$ cat config.mk
export PLATFORM = sky130hd
export DESIGN_NAME = arsf_top
export DESIGN_NICKNAME = d
export VERILOG_FILES = /design/src/logic/arsf_pkg.sv /design/src/logic/arsf_chan_flags.sv /design/src/logic/arsf_top.sv
export SDC_FILE = /design/constraint.sdc
export NUM_CORES = 1
export LEC_CHECK = 0
export BUFFER_PORTS_ARGS = -buffer_cell sky130_fd_sc_hd__buf_2
export CORE_UTILIZATION = 40
export CTS_CLUSTER_DIAMETER = 50
export DETAILED_ROUTE_END_ITERATION = 10
export PLACE_DENSITY_LB_ADDON = 0.1
export SYNTH_ARGS = -nofsm -noshare
export SYNTH_HDL_FRONTEND = slang
export SYNTH_SLANG_ARGS = --single-unit
$ cat constraint.sdc
create_clock -name mclk -period 5.2 [get_ports mclk]
set_input_delay 1.04 -clock mclk [delete_from_list [all_inputs] [get_ports mclk]]
set_output_delay 1.04 -clock mclk [all_outputs]
set_load 0.01 [all_outputs]
$ cat src/logic/arsf_pkg.sv
// arsf_pkg: shared constants and carriers for the converter result/flag block
// assumes: one clock domain, no register bus; reads arrive as one-cycle strobes
package arsf_pkg;
	localparam int unsigned NUM_CHANNELS = 8;
	localparam int unsigned RESULT_WIDTH = 10;
	localparam int unsigned CHAN_IDX_WIDTH = 3;
	localparam logic [RESULT_WIDTH-1:0] RESULT_RESET = 10'h000;
	localparam logic [CHAN_IDX_WIDTH-1:0] CHAN_RESET = 3'h0;
	localparam int unsigned SYNC_STAGES = 3;

	// end-of-conversion event from the analog core
	typedef struct packed {
		logic valid;
		logic [CHAN_IDX_WIDTH-1:0] chan;
		logic [RESULT_WIDTH-1:0] data;
	} arsf_eoc_s;

	// software read strobes
	typedef struct packed {
		logic status;
		logic last;
		logic chan_valid;
		logic [CHAN_IDX_WIDTH-1:0] chan;
	} arsf_read_s;

	// global status flags
	typedef struct packed {
		logic data_ready_flag;
		logic general_overrun_flag;
		logic sleeping;
	} arsf_status_s;
endpackage : arsf_pkg

$ cat src/logic/arsf_chan_flags.sv
// arsf_chan_flags: done and overrun flags of one converter channel
// assumes: event, clear and read strobes are single-cycle and on mclk
`timescale 1ns/100ps
`default_nettype none
module arsf_chan_flags (
	// clock and reset
	input wire logic mclk,
	input wire logic rst,
	// events
	input wire logic eoc_hit,
	input wire logic enabled,
	input wire logic result_read,
	input wire logic status_read,
	// flags
	output logic done_flag,
	output logic channel_overrun_flag
);
	logic set_done;
	assign set_done = eoc_hit && enabled;

	always_ff @(posedge mclk or posedge rst) begin
		if (rst) begin
			done_flag <= 1'b0;
		end else if (set_done) begin
			done_flag <= 1'b1;
		end else if (result_read) begin
			done_flag <= 1'b0;
		end
	end

	always_ff @(posedge mclk or posedge rst) begin
		if (rst) begin
			channel_overrun_flag <= 1'b0;
		end else if (set_done && done_flag) begin
			channel_overrun_flag <= 1'b1;
		end else if (status_read) begin
			channel_overrun_flag <= 1'b0;
		end
	end
endmodule : arsf_chan_flags
`default_nettype wire

$ cat src/logic/arsf_top.sv
// arsf_top: result storage and status flags of a converter controller
// assumes: conversion core gives one-cycle tagged end pulses; software reads via strobes
`timescale 1ns/100ps
`default_nettype none
module arsf_top #(
	parameter int unsigned NUM_CH = arsf_pkg::NUM_CHANNELS,
	parameter int unsigned RES_W = arsf_pkg::RESULT_WIDTH,
	parameter int unsigned IDX_W = arsf_pkg::CHAN_IDX_WIDTH
) (
	// clock and reset
	input wire logic mclk,
	input wire logic rst,
	// conversion core
	input wire arsf_pkg::arsf_eoc_s eoc,
	// software control
	input wire logic [NUM_CH-1:0] chan_enable,
	input wire logic sleep_select,
	input wire arsf_pkg::arsf_read_s rd,
	// results
	output logic [NUM_CH*RES_W-1:0] channel_result_reg,
	output logic [RES_W-1:0] last_result_reg,
	output logic [IDX_W-1:0] last_result_chan,
	// flags
	output logic [NUM_CH-1:0] done_flags,
	output logic [NUM_CH-1:0] channel_overrun_flag,
	output arsf_pkg::arsf_status_s status
);
	initial begin
		if (NUM_CH != arsf_pkg::NUM_CHANNELS || RES_W != arsf_pkg::RESULT_WIDTH
				|| IDX_W != arsf_pkg::CHAN_IDX_WIDTH) begin
			$error("arsf_top: parameters must match package widths");
		end
	end

	// sleep select comes from a pin domain: three-stage sync
	logic [arsf_pkg::SYNC_STAGES-1:0] sleep_sync;
	logic sleep_req;
	always_ff @(posedge mclk or posedge rst) begin
		if (rst) begin
			sleep_sync <= '0;
			sleep_req <= 1'b0;
		end else begin
			sleep_sync <= {sleep_sync[arsf_pkg::SYNC_STAGES-2:0], sleep_select};
			if (sleep_sync[1] == sleep_sync[2]) begin
				sleep_req <= sleep_sync[2];
			end
		end
	end

	// one-hot decode shared by event and read paths
	function automatic logic [NUM_CH-1:0] onehot(input logic [IDX_W-1:0] idx);
		logic [NUM_CH-1:0] v;
		v = '0;
		v[idx] = 1'b1;
		return v;
	endfunction : onehot

	logic [NUM_CH-1:0] eoc_hit;
	logic [NUM_CH-1:0] rd_hit;
	logic last_is_read;
	assign eoc_hit = eoc.valid ? onehot(eoc.chan) : '0;
	// last read maps to its stored channel
	assign last_is_read = rd.last;
	assign rd_hit = (rd.chan_valid ? onehot(rd.chan) : '0)
		| (last_is_read ? onehot(last_result_chan) : '0);

	logic store;
	// store even if another channel disables
	assign store = eoc.valid && chan_enable[eoc.chan];

	logic done_of_eoc;
	assign done_of_eoc = |(done_flags & eoc_hit);

	genvar g;
	generate
		for (g = 0; g < NUM_CH; g++) begin : g_ch
			// per-channel result store
			// own register per slice: one process may own a variable
			logic [RES_W-1:0] res_q;
			always_ff @(posedge mclk or posedge rst) begin
				if (rst) begin
					res_q <= arsf_pkg::RESULT_RESET;
				end else if (store && eoc_hit[g]) begin
					res_q <= eoc.data;
				end
			end
			assign channel_result_reg[g*RES_W +: RES_W] = res_q;

			arsf_chan_flags u_flags (
				.mclk(mclk),
				.rst(rst),
				.eoc_hit(eoc_hit[g]),
				.enabled(chan_enable[g]),
				.result_read(rd_hit[g]),
				.status_read(rd.status),
				.done_flag(done_flags[g]),
				.channel_overrun_flag(channel_overrun_flag[g])
			);
		end
	endgenerate

	// last result and its channel tag
	always_ff @(posedge mclk or posedge rst) begin
		if (rst) begin
			last_result_reg <= arsf_pkg::RESULT_RESET;
			last_result_chan <= arsf_pkg::CHAN_RESET;
		end else if (store) begin
			last_result_reg <= eoc.data;
			last_result_chan <= eoc.chan;
		end
	end

	// one flop per status field, each owned by its own process
	logic data_ready_q;
	logic general_overrun_q;
	logic sleeping_q;
	assign status.data_ready_flag = data_ready_q;
	assign status.general_overrun_flag = general_overrun_q;
	assign status.sleeping = sleeping_q;

	// data ready set wins, last read clears
	always_ff @(posedge mclk or posedge rst) begin
		if (rst) begin
			data_ready_q <= 1'b0;
		end else if (store) begin
			data_ready_q <= 1'b1;
		end else if (last_is_read) begin
			data_ready_q <= 1'b0;
		end
	end

	// general overrun, set wins over status read
	logic gov_set;
	assign gov_set = store && (data_ready_q || done_of_eoc);
	always_ff @(posedge mclk or posedge rst) begin
		if (rst) begin
			general_overrun_q <= 1'b0;
		end else if (gov_set) begin
			general_overrun_q <= 1'b1;
		end else if (rd.status) begin
			general_overrun_q <= 1'b0;
		end
	end

	// sleep only at a conversion end
	always_ff @(posedge mclk or posedge rst) begin
		if (rst) begin
			sleeping_q <= 1'b0;
		end else if (!sleep_req) begin
			sleeping_q <= 1'b0;
		end else if (eoc.valid) begin
			sleeping_q <= 1'b1;
		end
	end
endmodule : arsf_top
`default_nettype wire

==> results of run 1 <==
==> area by class of cell <==
class                   instances  area [µm²]
clock buffers                  21         460
repair buffers                145         733
clock inverters                10         131
well taps                     143         179
fillers                      1064        5450
inverters                      21        81.3
multi-input cells             175        1580
flip-flops and latches        116        2900
==> power by group through the flow <==
stage	sequential [W]	combinational, W	clock [W]
2_1_floorplan	0.00129	0.000270	0
3_3_place_gp	0.00121	0.000596	0
3_5_place_dp	0.00122	0.000603	0
4_1_cts	0.00120	0.000605	0.00119
5_1_grt	0.00123	0.000646	0.00123
6_report	0.00120	0.000594	0.00116
==> logic make-up after synthesis <==
logic type,synth area share (%)
flops,60.9
mux,23.8
buf+inv,6.12
simple gates,4.86
compound gates,4.10
fa+ha+maj,0.210
==> worst max-delay path: stages <==
cell	delay, ns
buf_2	0.29
mux2_4	0.22
a222oi_1	0.12
a21oi_2	0.83
mux2_2	0.42
==> per-layer routing <==
metal  wire length [µm]  track usage, %  vias up
met4                268            9.64        0
met3                825            7.22       23
met5                  0               0        -
met1               4920            24.9     1607
li1                   -               -     1461
met2               5490            31.9      112
==> synthesized netlist by cell type (2+ instances only) <==
cell type / n
buf_4: 19
buf_6: 2
nand4_1: 3
nor2_1: 5
buf_1: 5
mux2_2: 87
o21ai_0: 11
and2_1: 2
dfrtp_1: 116
nand2_1: 13
mux2_4: 9
a31oi_1: 2
a31o_2: 2
o22ai_1: 7
or3_1: 2
buf_2: 5
inv_1: 21
nor2b_1: 6
mux2i_1: 2
nand3_1: 12
==> worst paths after layout <==
path	to	start	cells after the start
setup / recovery	last_result_reg[5]	eoc[10]	5
hold / removal	sleep_sync[1]	sleep_sync[0]	0
setup reg to reg	general_overrun_q	g_ch[2].u_flags.done_flag	5
hold reg to reg	sleep_sync[1]	sleep_sync[0]	0
max in group asynchronous	g_ch[6].res_q[9]	rst	3
min in group asynchronous	g_ch[1].res_q[6]	rst	2
==> per-stage QoR <==
stage / cells / setup WS, ns / util [%]
floorplan: 344 / 1.09 / -
global placement: 600 / 2.21 / 47.6
detailed placement: 600 / 2.14 / 47.6
CTS: 631 / 2.57 / 52.7
global route: 631 / 2.44 / 52.7
finish: 631 / 2.57 / 52.7
==> placed cells by master (no fill, tap or decap), drive strengths merged <==
master / instances
nand3: 12
nor3: 1
a222oi: 1
and3b: 1
a31oi: 2
clkbuf: 21
clkinv: 6
o21a: 1
nor2b: 6
buf: 145
nor4b: 1
a32oi: 1
maj3: 1
inv: 21
a21oi: 2
a22o: 1
nor2: 5
o22ai: 7
a2111oi: 1
dfrtp: 116
or3: 2
a31o: 2
bufinv: 3
nand2: 13
o21ai: 11
mux2i: 2
and2: 2
nand4: 3
clkinvlp: 1
mux2: 96
o221ai: 1
==> impl_results.md, run 1 <==
- Die Width: 111 µm
- Async SR Flop Fraction: 100%
- Synth cell types: 33
- Largest net degree at the start of global routing: 74
- Number of flip-flops in the largest register: 80
- P_int: 0.00217 W
- Synth area leader: dfrtp_1
- Final nets: 507
- Drt via density: 5.08
- Worst path required time: 5.49 ns
- Synth warn: 0
- First-pass GRT wire length: 18500 µm
- Period utilization: 50.5%
- Drt pass-1 iters: 8
- Switching share of power: 26.8%
- Reg clk slew, reported paths: 0.05 ns
- Pwr Density: 487 mW/mm²
- Synth Flop Type: dfrtp_1
- Fin Setup TNS: 0 ns
- Final hold viol count: 0
- Die Area: 0.0124 mm²
- Setup Crit Path Kind: in -> reg
- Final instance area: 0.00607 mm²
- GR Util All Layers: 20.3%
- CTS Root Cell: clkbuf_16
- Top cell type's share of synthesized area: 60.9%
- Buffers on Ports: 142
- Min-Delay Path Class: reg -> reg
- Layout cells sized above 1: 56.6%
- Syn Std Cell Area: 0.00477 mm²
- Sink Count: 116
- Antenna violations before repair: 0
- Comb power frac: 20.1%
- Syn Area/Cell: 13.9 µm²
- Final Max Tran Viols: 0
- Post-CTS sizing: 0
- Die height: 111 µm
- Post-synthesis register bit count: 116
- Post-synth EDFFs: 0
- Pwr Total: 0.00296 W
- Postcts setup bufs: 0
- CTS Buf Count: 17
- Fin crit period: 2.63 ns
- Routability Congestion: 0.861
- # Max-Cap Violations: 0
- Clock share of power: 39.3%
- Crit Path Max Fanout: 17
- FP Rows: 39
- GR Overflow Total: 0
- Post-synthesis cell count: 344
- Reg2reg setup slack: 3.77 ns
- CTS Hold Bufs: 0
- Diode count: 0
- Area grow syn2layout: 27.4%
- Critical Path Start Type: input port
- Synth top area cells: dfrtp_1 (61%), mux2_2 (21%), buf_4 (3.0%)
- VDD IR max: 270 µV
- Highest clock rate: 0.380 GHz
- Outcome: finished, violations left
- Clock skew: 0.00386 ns
- Worst-Margin Slew: 1.02 ns
- # setup viols final: 0
- Switching pwr: 0.000792 W
- CTS tree: built
- Final HPWL DP: 7630 µm
- CP Capture Type: flip-flop
- Seq/Total Area, Yosys: 60.9%
- DRC violations left: 14
- Slew margin rel.: 31.7%
- Routed wire per std cell: 18.2 µm
- Via count: 3203
- Synthesized Nets: 375
- Arrival time at the worst endpoint: 2.92 ns
- Failing checks: DRC
- Placed Area: 0.00548 mm²
- Share of total power in sequential cells: 40.7%
- Post-route ant nets: 0
- Clock Path Buffers: 2
- # IOs: 143
- Number of global-route vias before repair: 3312
- H-tree Lvls: 4
- Clk_lat worst skew: 0.41 ns
- Static Leak: 3.01 nW
- Initial Utilization: 41.4%
- Hold_ws: 0.364 ns
- RSZ-0062 raised after global routing: no
- Wirelength, routed: 11500 µm
- Core area: 0.0115 mm²
- DR iter-0 viols: 179
Power figures use the tool's default switching activity.
==> run 2: changes to the inputs <==
--- a/config.mk
+++ b/config.mk
@@ -5,6 +5,7 @@
 export SDC_FILE = /design/constraint.sdc
 export NUM_CORES = 1
 export LEC_CHECK = 0
+export ABC_AREA = 1
 export BUFFER_PORTS_ARGS = -buffer_cell sky130_fd_sc_hd__buf_2
 export CORE_UTILIZATION = 40
 export CTS_CLUSTER_DIAMETER = 50
==> constraint.sdc (replaced) <==
create_clock -name mclk -period 2.5 [get_ports mclk]
set_input_delay 0.5 -clock mclk [delete_from_list [all_inputs] [get_ports mclk]]
set_output_delay 0.5 -clock mclk [all_outputs]
set_load 0.01 [all_outputs]
==> run 2 against run 1 <==
The run now ends clean. Final cell count increased by 22%. Count of clock-buffer cells in the layout down 1. First-iteration DRC count grew 1.1%. Sequential cell count unchanged. Clock skew up 0.0011 ns. Non-clock buffer count up 2. Via count grew 16%. Critical path type unchanged. Largest cell class unchanged.
==> impl_results.md, run 2 <==
- GR Util All Layers: 21.6%
- Critical R2R Launch: g_ch[1].u_flags.done_flag
- Synth cell count leaders: nand2_1 (151), dfrtp_1 (116), o21ai_0 (80), inv_1 (31), buf_4 (19)
- Seq. cell area: 0.00290 mm²
- # setup viols final: 0
- FP Rows: 39
- Die Width: 110 µm
- Buffers on Ports: 142
- # IOs: 143
- Drt pass-1 iters: 4
- Wirelength, routed: 12400 µm
- Clk_lat worst skew: 0.39 ns
- Reg clk slew, reported paths: 0.06 ns
- Fin Setup TNS: 0 ns
- Setup crit end: g_ch[2].res_q[9]
- Post-route ant nets: 0
- Syn Area/Cell: 9.60 µm²
- CTS Root Cell: clkbuf_16
- Post-CTS sizing: 0
- Arrival time at the worst endpoint: 1.87 ns
- Layout cells sized above 1: 32.4%
- Switching pwr: 0.00171 W
- Final HPWL DP: 8750 µm
- VDD IR max: 539 µV
- Most frequent cells in the layout: nand2_1 (151), buf_2 (142), dfrtp_1 (116), o21ai_0 (80), inv_1 (30)
- Area grow syn2layout: 28.4%
- Pwr Density: 998 mW/mm²
- Drt via density: 4.80
- GR Overflow Total: 0
- Async SR Flop Fraction: 100%
- CTS tree: built
- Core area: 0.0114 mm²
- Initial Utilization: 41.0%
- # Max-Cap Violations: 0
- Switching share of power: 28.6%
- Number of flip-flops in the largest register: 80
- Postcts setup bufs: 0
- Largest net degree at the start of global routing: 33
- Comb power frac: 17.8%
- Synthesized Nets: 519
- Highest clock rate: 0.639 GHz
- Die height: 110 µm
- Min-Delay Path Class: in -> async
- CTS Hold Bufs: 0
- Synth warn: 0
- DR iter-0 viols: 181
- Syn Std Cell Area: 0.00468 mm²
- Commonest non-fill, non-tap cell in the layout: nand2_1
- Reg-to-reg endpoint: general_overrun_q
- Via count: 3702
- Outcome: finished, final reports clean
- # fillers: 1102
- Die Area: 0.0121 mm²
- Crit Path Max Fanout: 21
- Static Leak: 3.24 nW
- Clock share of power: 41.4%
- DRC violations left: 0
- CP Capture Type: flip-flop
- Synth top area cells: dfrtp_1 (62%), nand2_1 (12%), o21ai_0 (8.5%)
- Final nets: 648
- Post-synth EDFFs: 0
- CTS Buf Count: 17
- H-tree Lvls: 4
- Reg2reg setup slack: 1.45 ns
- Diode count: 0
- Antenna violations before repair: 0
- Clock skew: 0.00499 ns
- Slew margin rel.: 56.2%
- Post-synthesis register bit count: 116
- Final hold viol count: 0
- Setup Crit Path Kind: in -> reg
- Hold_ws: 0.195 ns
- RSZ-0062 raised after global routing: no
- Routed wire per std cell: 16.0 µm
- Pwr Total: 0.00600 W
- First-pass GRT wire length: 19100 µm
- Routability Congestion: 0.894
- Top-count cell post-synth: nand2_1
- Synth cell types: 25
- Fin crit period: 1.57 ns
- Clock Path Buffers: 2
- Seq/Total Area, Yosys: 62.0%
- Final Max Tran Viols: 0
- Reg2Reg Depth: 6
- Post-synthesis cell count: 488
- Area of the multi-input gates: 0.00141 mm²
- P_int: 0.00429 W
- Share of total power in sequential cells: 40.8%
- Worst-Margin Slew: 0.655 ns
- Crit path from: eoc[10]
- Worst path required time: 2.80 ns
- Synth Flop Type: dfrtp_1
- Top cell type's share of synthesized area: 62.0%
- Synth area leader: dfrtp_1
- Number of global-route vias before repair: 3562
- Period utilization: 62.6%
- Sink Count: 116
- Critical Path Start Type: input port
[run 2: changes by cell type after synthesis, sizes merged, moves of 7 or more]
| cell | previous run | this run |
|---|---|---|
| mux2 | 96 | 0 |
| o22ai | 7 | 0 |
| nor2 | 5 | 17 |
| o21ai | 11 | 99 |
| nand2 | 13 | 161 |
| inv | 21 | 32 |
[run 2: cell type report]
type	count	area share, %
Clock inverter	11	2.52
Tap cell	143	2.97
Multi-Input combinational cell	302	23.5
Clock buffer	20	7.59
Sequential cell	116	48.3
Timing Repair Buffer	147	13.1
Inverter	33	2.12
[run 2: routing by layer]
layer	up-vias	global-route usage [%]	wire length, µm
li1	1818	-	-
met1	1770	29.9	5820
met2	108	32.6	5710
met3	6	6.70	765
met4	0	6.58	85
met5	-	0	0
[run 2: through the flow]
step	util, %	area (µm²)	instances	setup slack [ns]
4_1_cts	52.7	6010	772	0.900
6_report	52.7	6010	772	0.935
3_3_place_gp	47.3	5410	741	0.542
2_1_floorplan	-	4690	488	0.587
5_1_grt	52.7	6010	772	0.708
3_5_place_dp	47.3	5410	741	0.475
[run 2: how the worst min path moves through the flow]
| stage | to | slack (ns) | cells after the start |
|---|---|---|---|
| detailed placement | sleep_sync[1] | 0.33 | 0 |
| finish | g_ch[6].res_q[0] | 0.19 | 2 |
| CTS | sleep_sync[0] | 0.20 | 1 |
| floorplan | sleep_sync[1] | 0.33 | 0 |
| global route | sleep_sync[0] | 0.20 | 1 |
| global placement | sleep_sync[1] | 0.33 | 0 |
[run 2: critical path: stages]
cell	delay [ns]
buf_2	0.15
inv_2	0.14
nand2_1	0.12
nor2_1	0.19
nand2_1	0.41
o21ai_0	0.35
[run 2: cells by family after synthesis]
group | Yosys count | synth area share, %
compound gates | 107 | 13.1
fa+ha+maj | 1 | 0.214
flops | 116 | 62.0
simple gates | 194 | 16.8
buf+inv | 70 | 7.88
[run 2: power by group through the flow]
| stage | registers (W) | logic, W | clock network (W) |
|---|---|---|---|
| final | 0.00245 | 0.00107 | 0.00248 |
| after global routing | 0.00249 | 0.00121 | 0.00260 |
| after CTS | 0.00245 | 0.00109 | 0.00252 |
| after detailed placement | 0.00248 | 0.00109 | 0 |
| after global placement | 0.00247 | 0.00107 | 0 |
| after floorplan | 0.00260 | 0.000470 | 0 |
==> run 3: changes to the inputs <==
==> constraint.sdc (replaced) <==
create_clock -name mclk -period 1.5 [get_ports mclk]
set_input_delay 0.3 -clock mclk [delete_from_list [all_inputs] [get_ports mclk]]
set_output_delay 0.3 -clock mclk [all_outputs]
set_load 0.01 [all_outputs]
==> run 3 against run 2 <==
The run now ends with DRC left. Critical path depth shrank 5. Clock power grew 49%. Hold slack lost 0.077 ns. Combinational power grew 67%. Setup slack lost 0.79 ns. Routed wire length shrank 2.4%. Sequential cell count is the same. Final cell count grew 1.4%. Power grew 59%. First-iteration DRC count grew 14%. Non-clock buffer count grew 10. Core utilization grew 0.49 points. Critical path type is now reg -> out. Highest routed layer unchanged.
==> impl_results.md, run 3 (synthesized netlist as in run 2, its figures left out) <==
- Die Width: 110 µm
- H-tree Lvls: 4
- Postcts setup bufs: 0
- # fillers: 1122
- Most frequent cells in the layout: nand2_1 (151), buf_2 (142), dfrtp_1 (116), o21ai_0 (80), inv_1 (30)
- CP Capture Type: output pin
- CTS Root Cell: clkbuf_16
- FP Rows: 39
- Highest clock rate: 0.740 GHz
- Switching pwr: 0.00277 W
- DR iter-0 viols: 206
- Diode count: 0
- Sink Count: 116
- Switching share of power: 29.0%
- Antenna violations before repair: 0
- Outcome: finished, violations left
- Post-route setup slack: 0.148 ns
- Fin crit period: 1.35 ns
- RSZ-0062 raised after global routing: no
- Commonest non-fill, non-tap cell in the layout: nand2_1
- Via count: 3784
- Clk_lat worst skew: 0.40 ns
- # setup viols final: 0
- # Max-Cap Violations: 0
- Seq. cell area: 0.00290 mm²
- Cell Chain, Critical Path: buf_2
- Static Leak: 3.28 nW
- GR Util All Layers: 21.2%
- Clock Path Buffers: 2
- Post-route ant nets: 0
- Share of total power in sequential cells: 42.6%
- Number of flip-flops in the largest register: 80
- P_int: 0.00680 W
- First-pass GRT wire length: 18600 µm
- Die height: 110 µm
- Failing checks: DRC
- CP peak stage delay: 0.47 ns
- Pwr Density: 1580 mW/mm²
- Worst Path Buf+Inv: 1
- Crit Path Max Fanout: 6
- Clock share of power: 38.7%
- Worst path required time: 1.20 ns
- Placed Area: 0.00550 mm²
- Hold_ws: 0.118 ns
- VDD IR max: 693 µV
- Final HPWL DP: 8470 µm
- Layout cells sized above 1: 33.0%
- Largest net degree at the start of global routing: 74
- Drt pass-1 iters: 7
- CTS Buf Count: 17
- Slew margin rel.: 68.2%
- Routed wire per std cell: 15.4 µm
- Die Area: 0.0121 mm²
- Reg clk slew, reported paths: 0.05 ns
- Routability Congestion: 0.897
- CTS tree: built
- Final Max Tran Viols: 0
- Wirelength, routed: 12100 µm
- Initial Utilization: 41.0%
- Critical path's top delay family: flip-flops
- Area of the multi-input gates: 0.00141 mm²
- Post-place setup slack: -0.0128 ns
- Slowest cell on crit path: dfrtp_1
- # IOs: 143
- Drt via density: 4.83
- Area grow syn2layout: 29.6%
- GR Overflow Total: 0
- Core area: 0.0114 mm²
- Period utilization: 90.1%
- Worst-Margin Slew: 0.476 ns
- Number of global-route vias before repair: 3565
- Final hold viol count: 0
- Final nets: 658
- Critical Path Start Type: flip-flop
- DRC violations left: 2
- Arrival time at the worst endpoint: 1.05 ns
- Post-CTS sizing: 0
- Setup Crit Path Kind: reg -> out
- Final instance area: 0.00607 mm²
- Buffers on Ports: 142
- Min-Delay Path Class: in -> reg
- Comb power frac: 18.7%
- Clock skew: 0.00500 ns
==> run 3: what timing repair did <==
| item | CTS | global route |
|---|---|---|
| hold buffers | 2 | 0 |
| endpoints found under the setup margin | 0 | 0 |
| hold endpoints to repair | 32 | 0 |
==> run 3: layout make-up <==
type                    count  area share [%]
flip-flops and latches    116            47.8
multi-input cells         302            23.2
well taps                 143            2.95
repair buffers            157            14.9
clock buffers              22            7.65
inverters                  33            2.10
clock inverters            10            1.36
==> run 3: final timing paths <==
check	from	endpoint	slack [ns]	cells after the start
worst max-delay path	last_result_chan[2]	last_result_chan[2]	0.15	1
min in group asynchronous	rst	g_ch[6].res_q[1]	0.56	4
worst min-delay path	rd[4]	data_ready_q	0.12	2
max in group asynchronous	rst	g_ch[5].u_flags.done_flag	0.57	4
worst min register to register	sleep_sync[0]	sleep_sync[1]	0.35	0
worst max register to register	last_result_chan[0]	g_ch[0].u_flags.done_flag	0.48	4
==> run 3: power by group through the flow <==
stage	Combinational (W)	Clock (W)	Sequential, W
after floorplan	0.000784	0	0.00433
after global placement	0.00179	0	0.00411
after detailed placement	0.00182	0	0.00412
after CTS	0.00182	0.00377	0.00408
after global routing	0.00203	0.00392	0.00416
final	0.00179	0.00370	0.00408
==> run 3: metal layers <==
| layer | routed length, µm | vias up | share of wire (%) | GRT usage, % |
|---|---|---|---|---|
| met2 | 5450 | 139 | 45 | 31.2 |
| li1 | - | 1841 | - | - |
| met3 | 914 | 13 | 7.6 | 6.76 |
| met5 | 0 | - | 0 | 0 |
| met1 | 5580 | 1791 | 46 | 29.3 |
| met4 | 136 | 0 | 1.1 | 7.42 |
==> run 3: metrics by stage <==
| stage | util, % | setup TNS, ns | instances | power (W) |
|---|---|---|---|---|
| floorplan | - | -24.75 | 488 | 0.00511 |
| global placement | 48.2 | 0 | 749 | 0.00590 |
| detailed placement | 48.2 | -0.0531 | 749 | 0.00593 |
| CTS | 53.2 | 0 | 783 | 0.00968 |
| global route | 53.2 | 0 | 783 | 0.0101 |
| finish | 53.2 | 0 | 783 | 0.00957 |
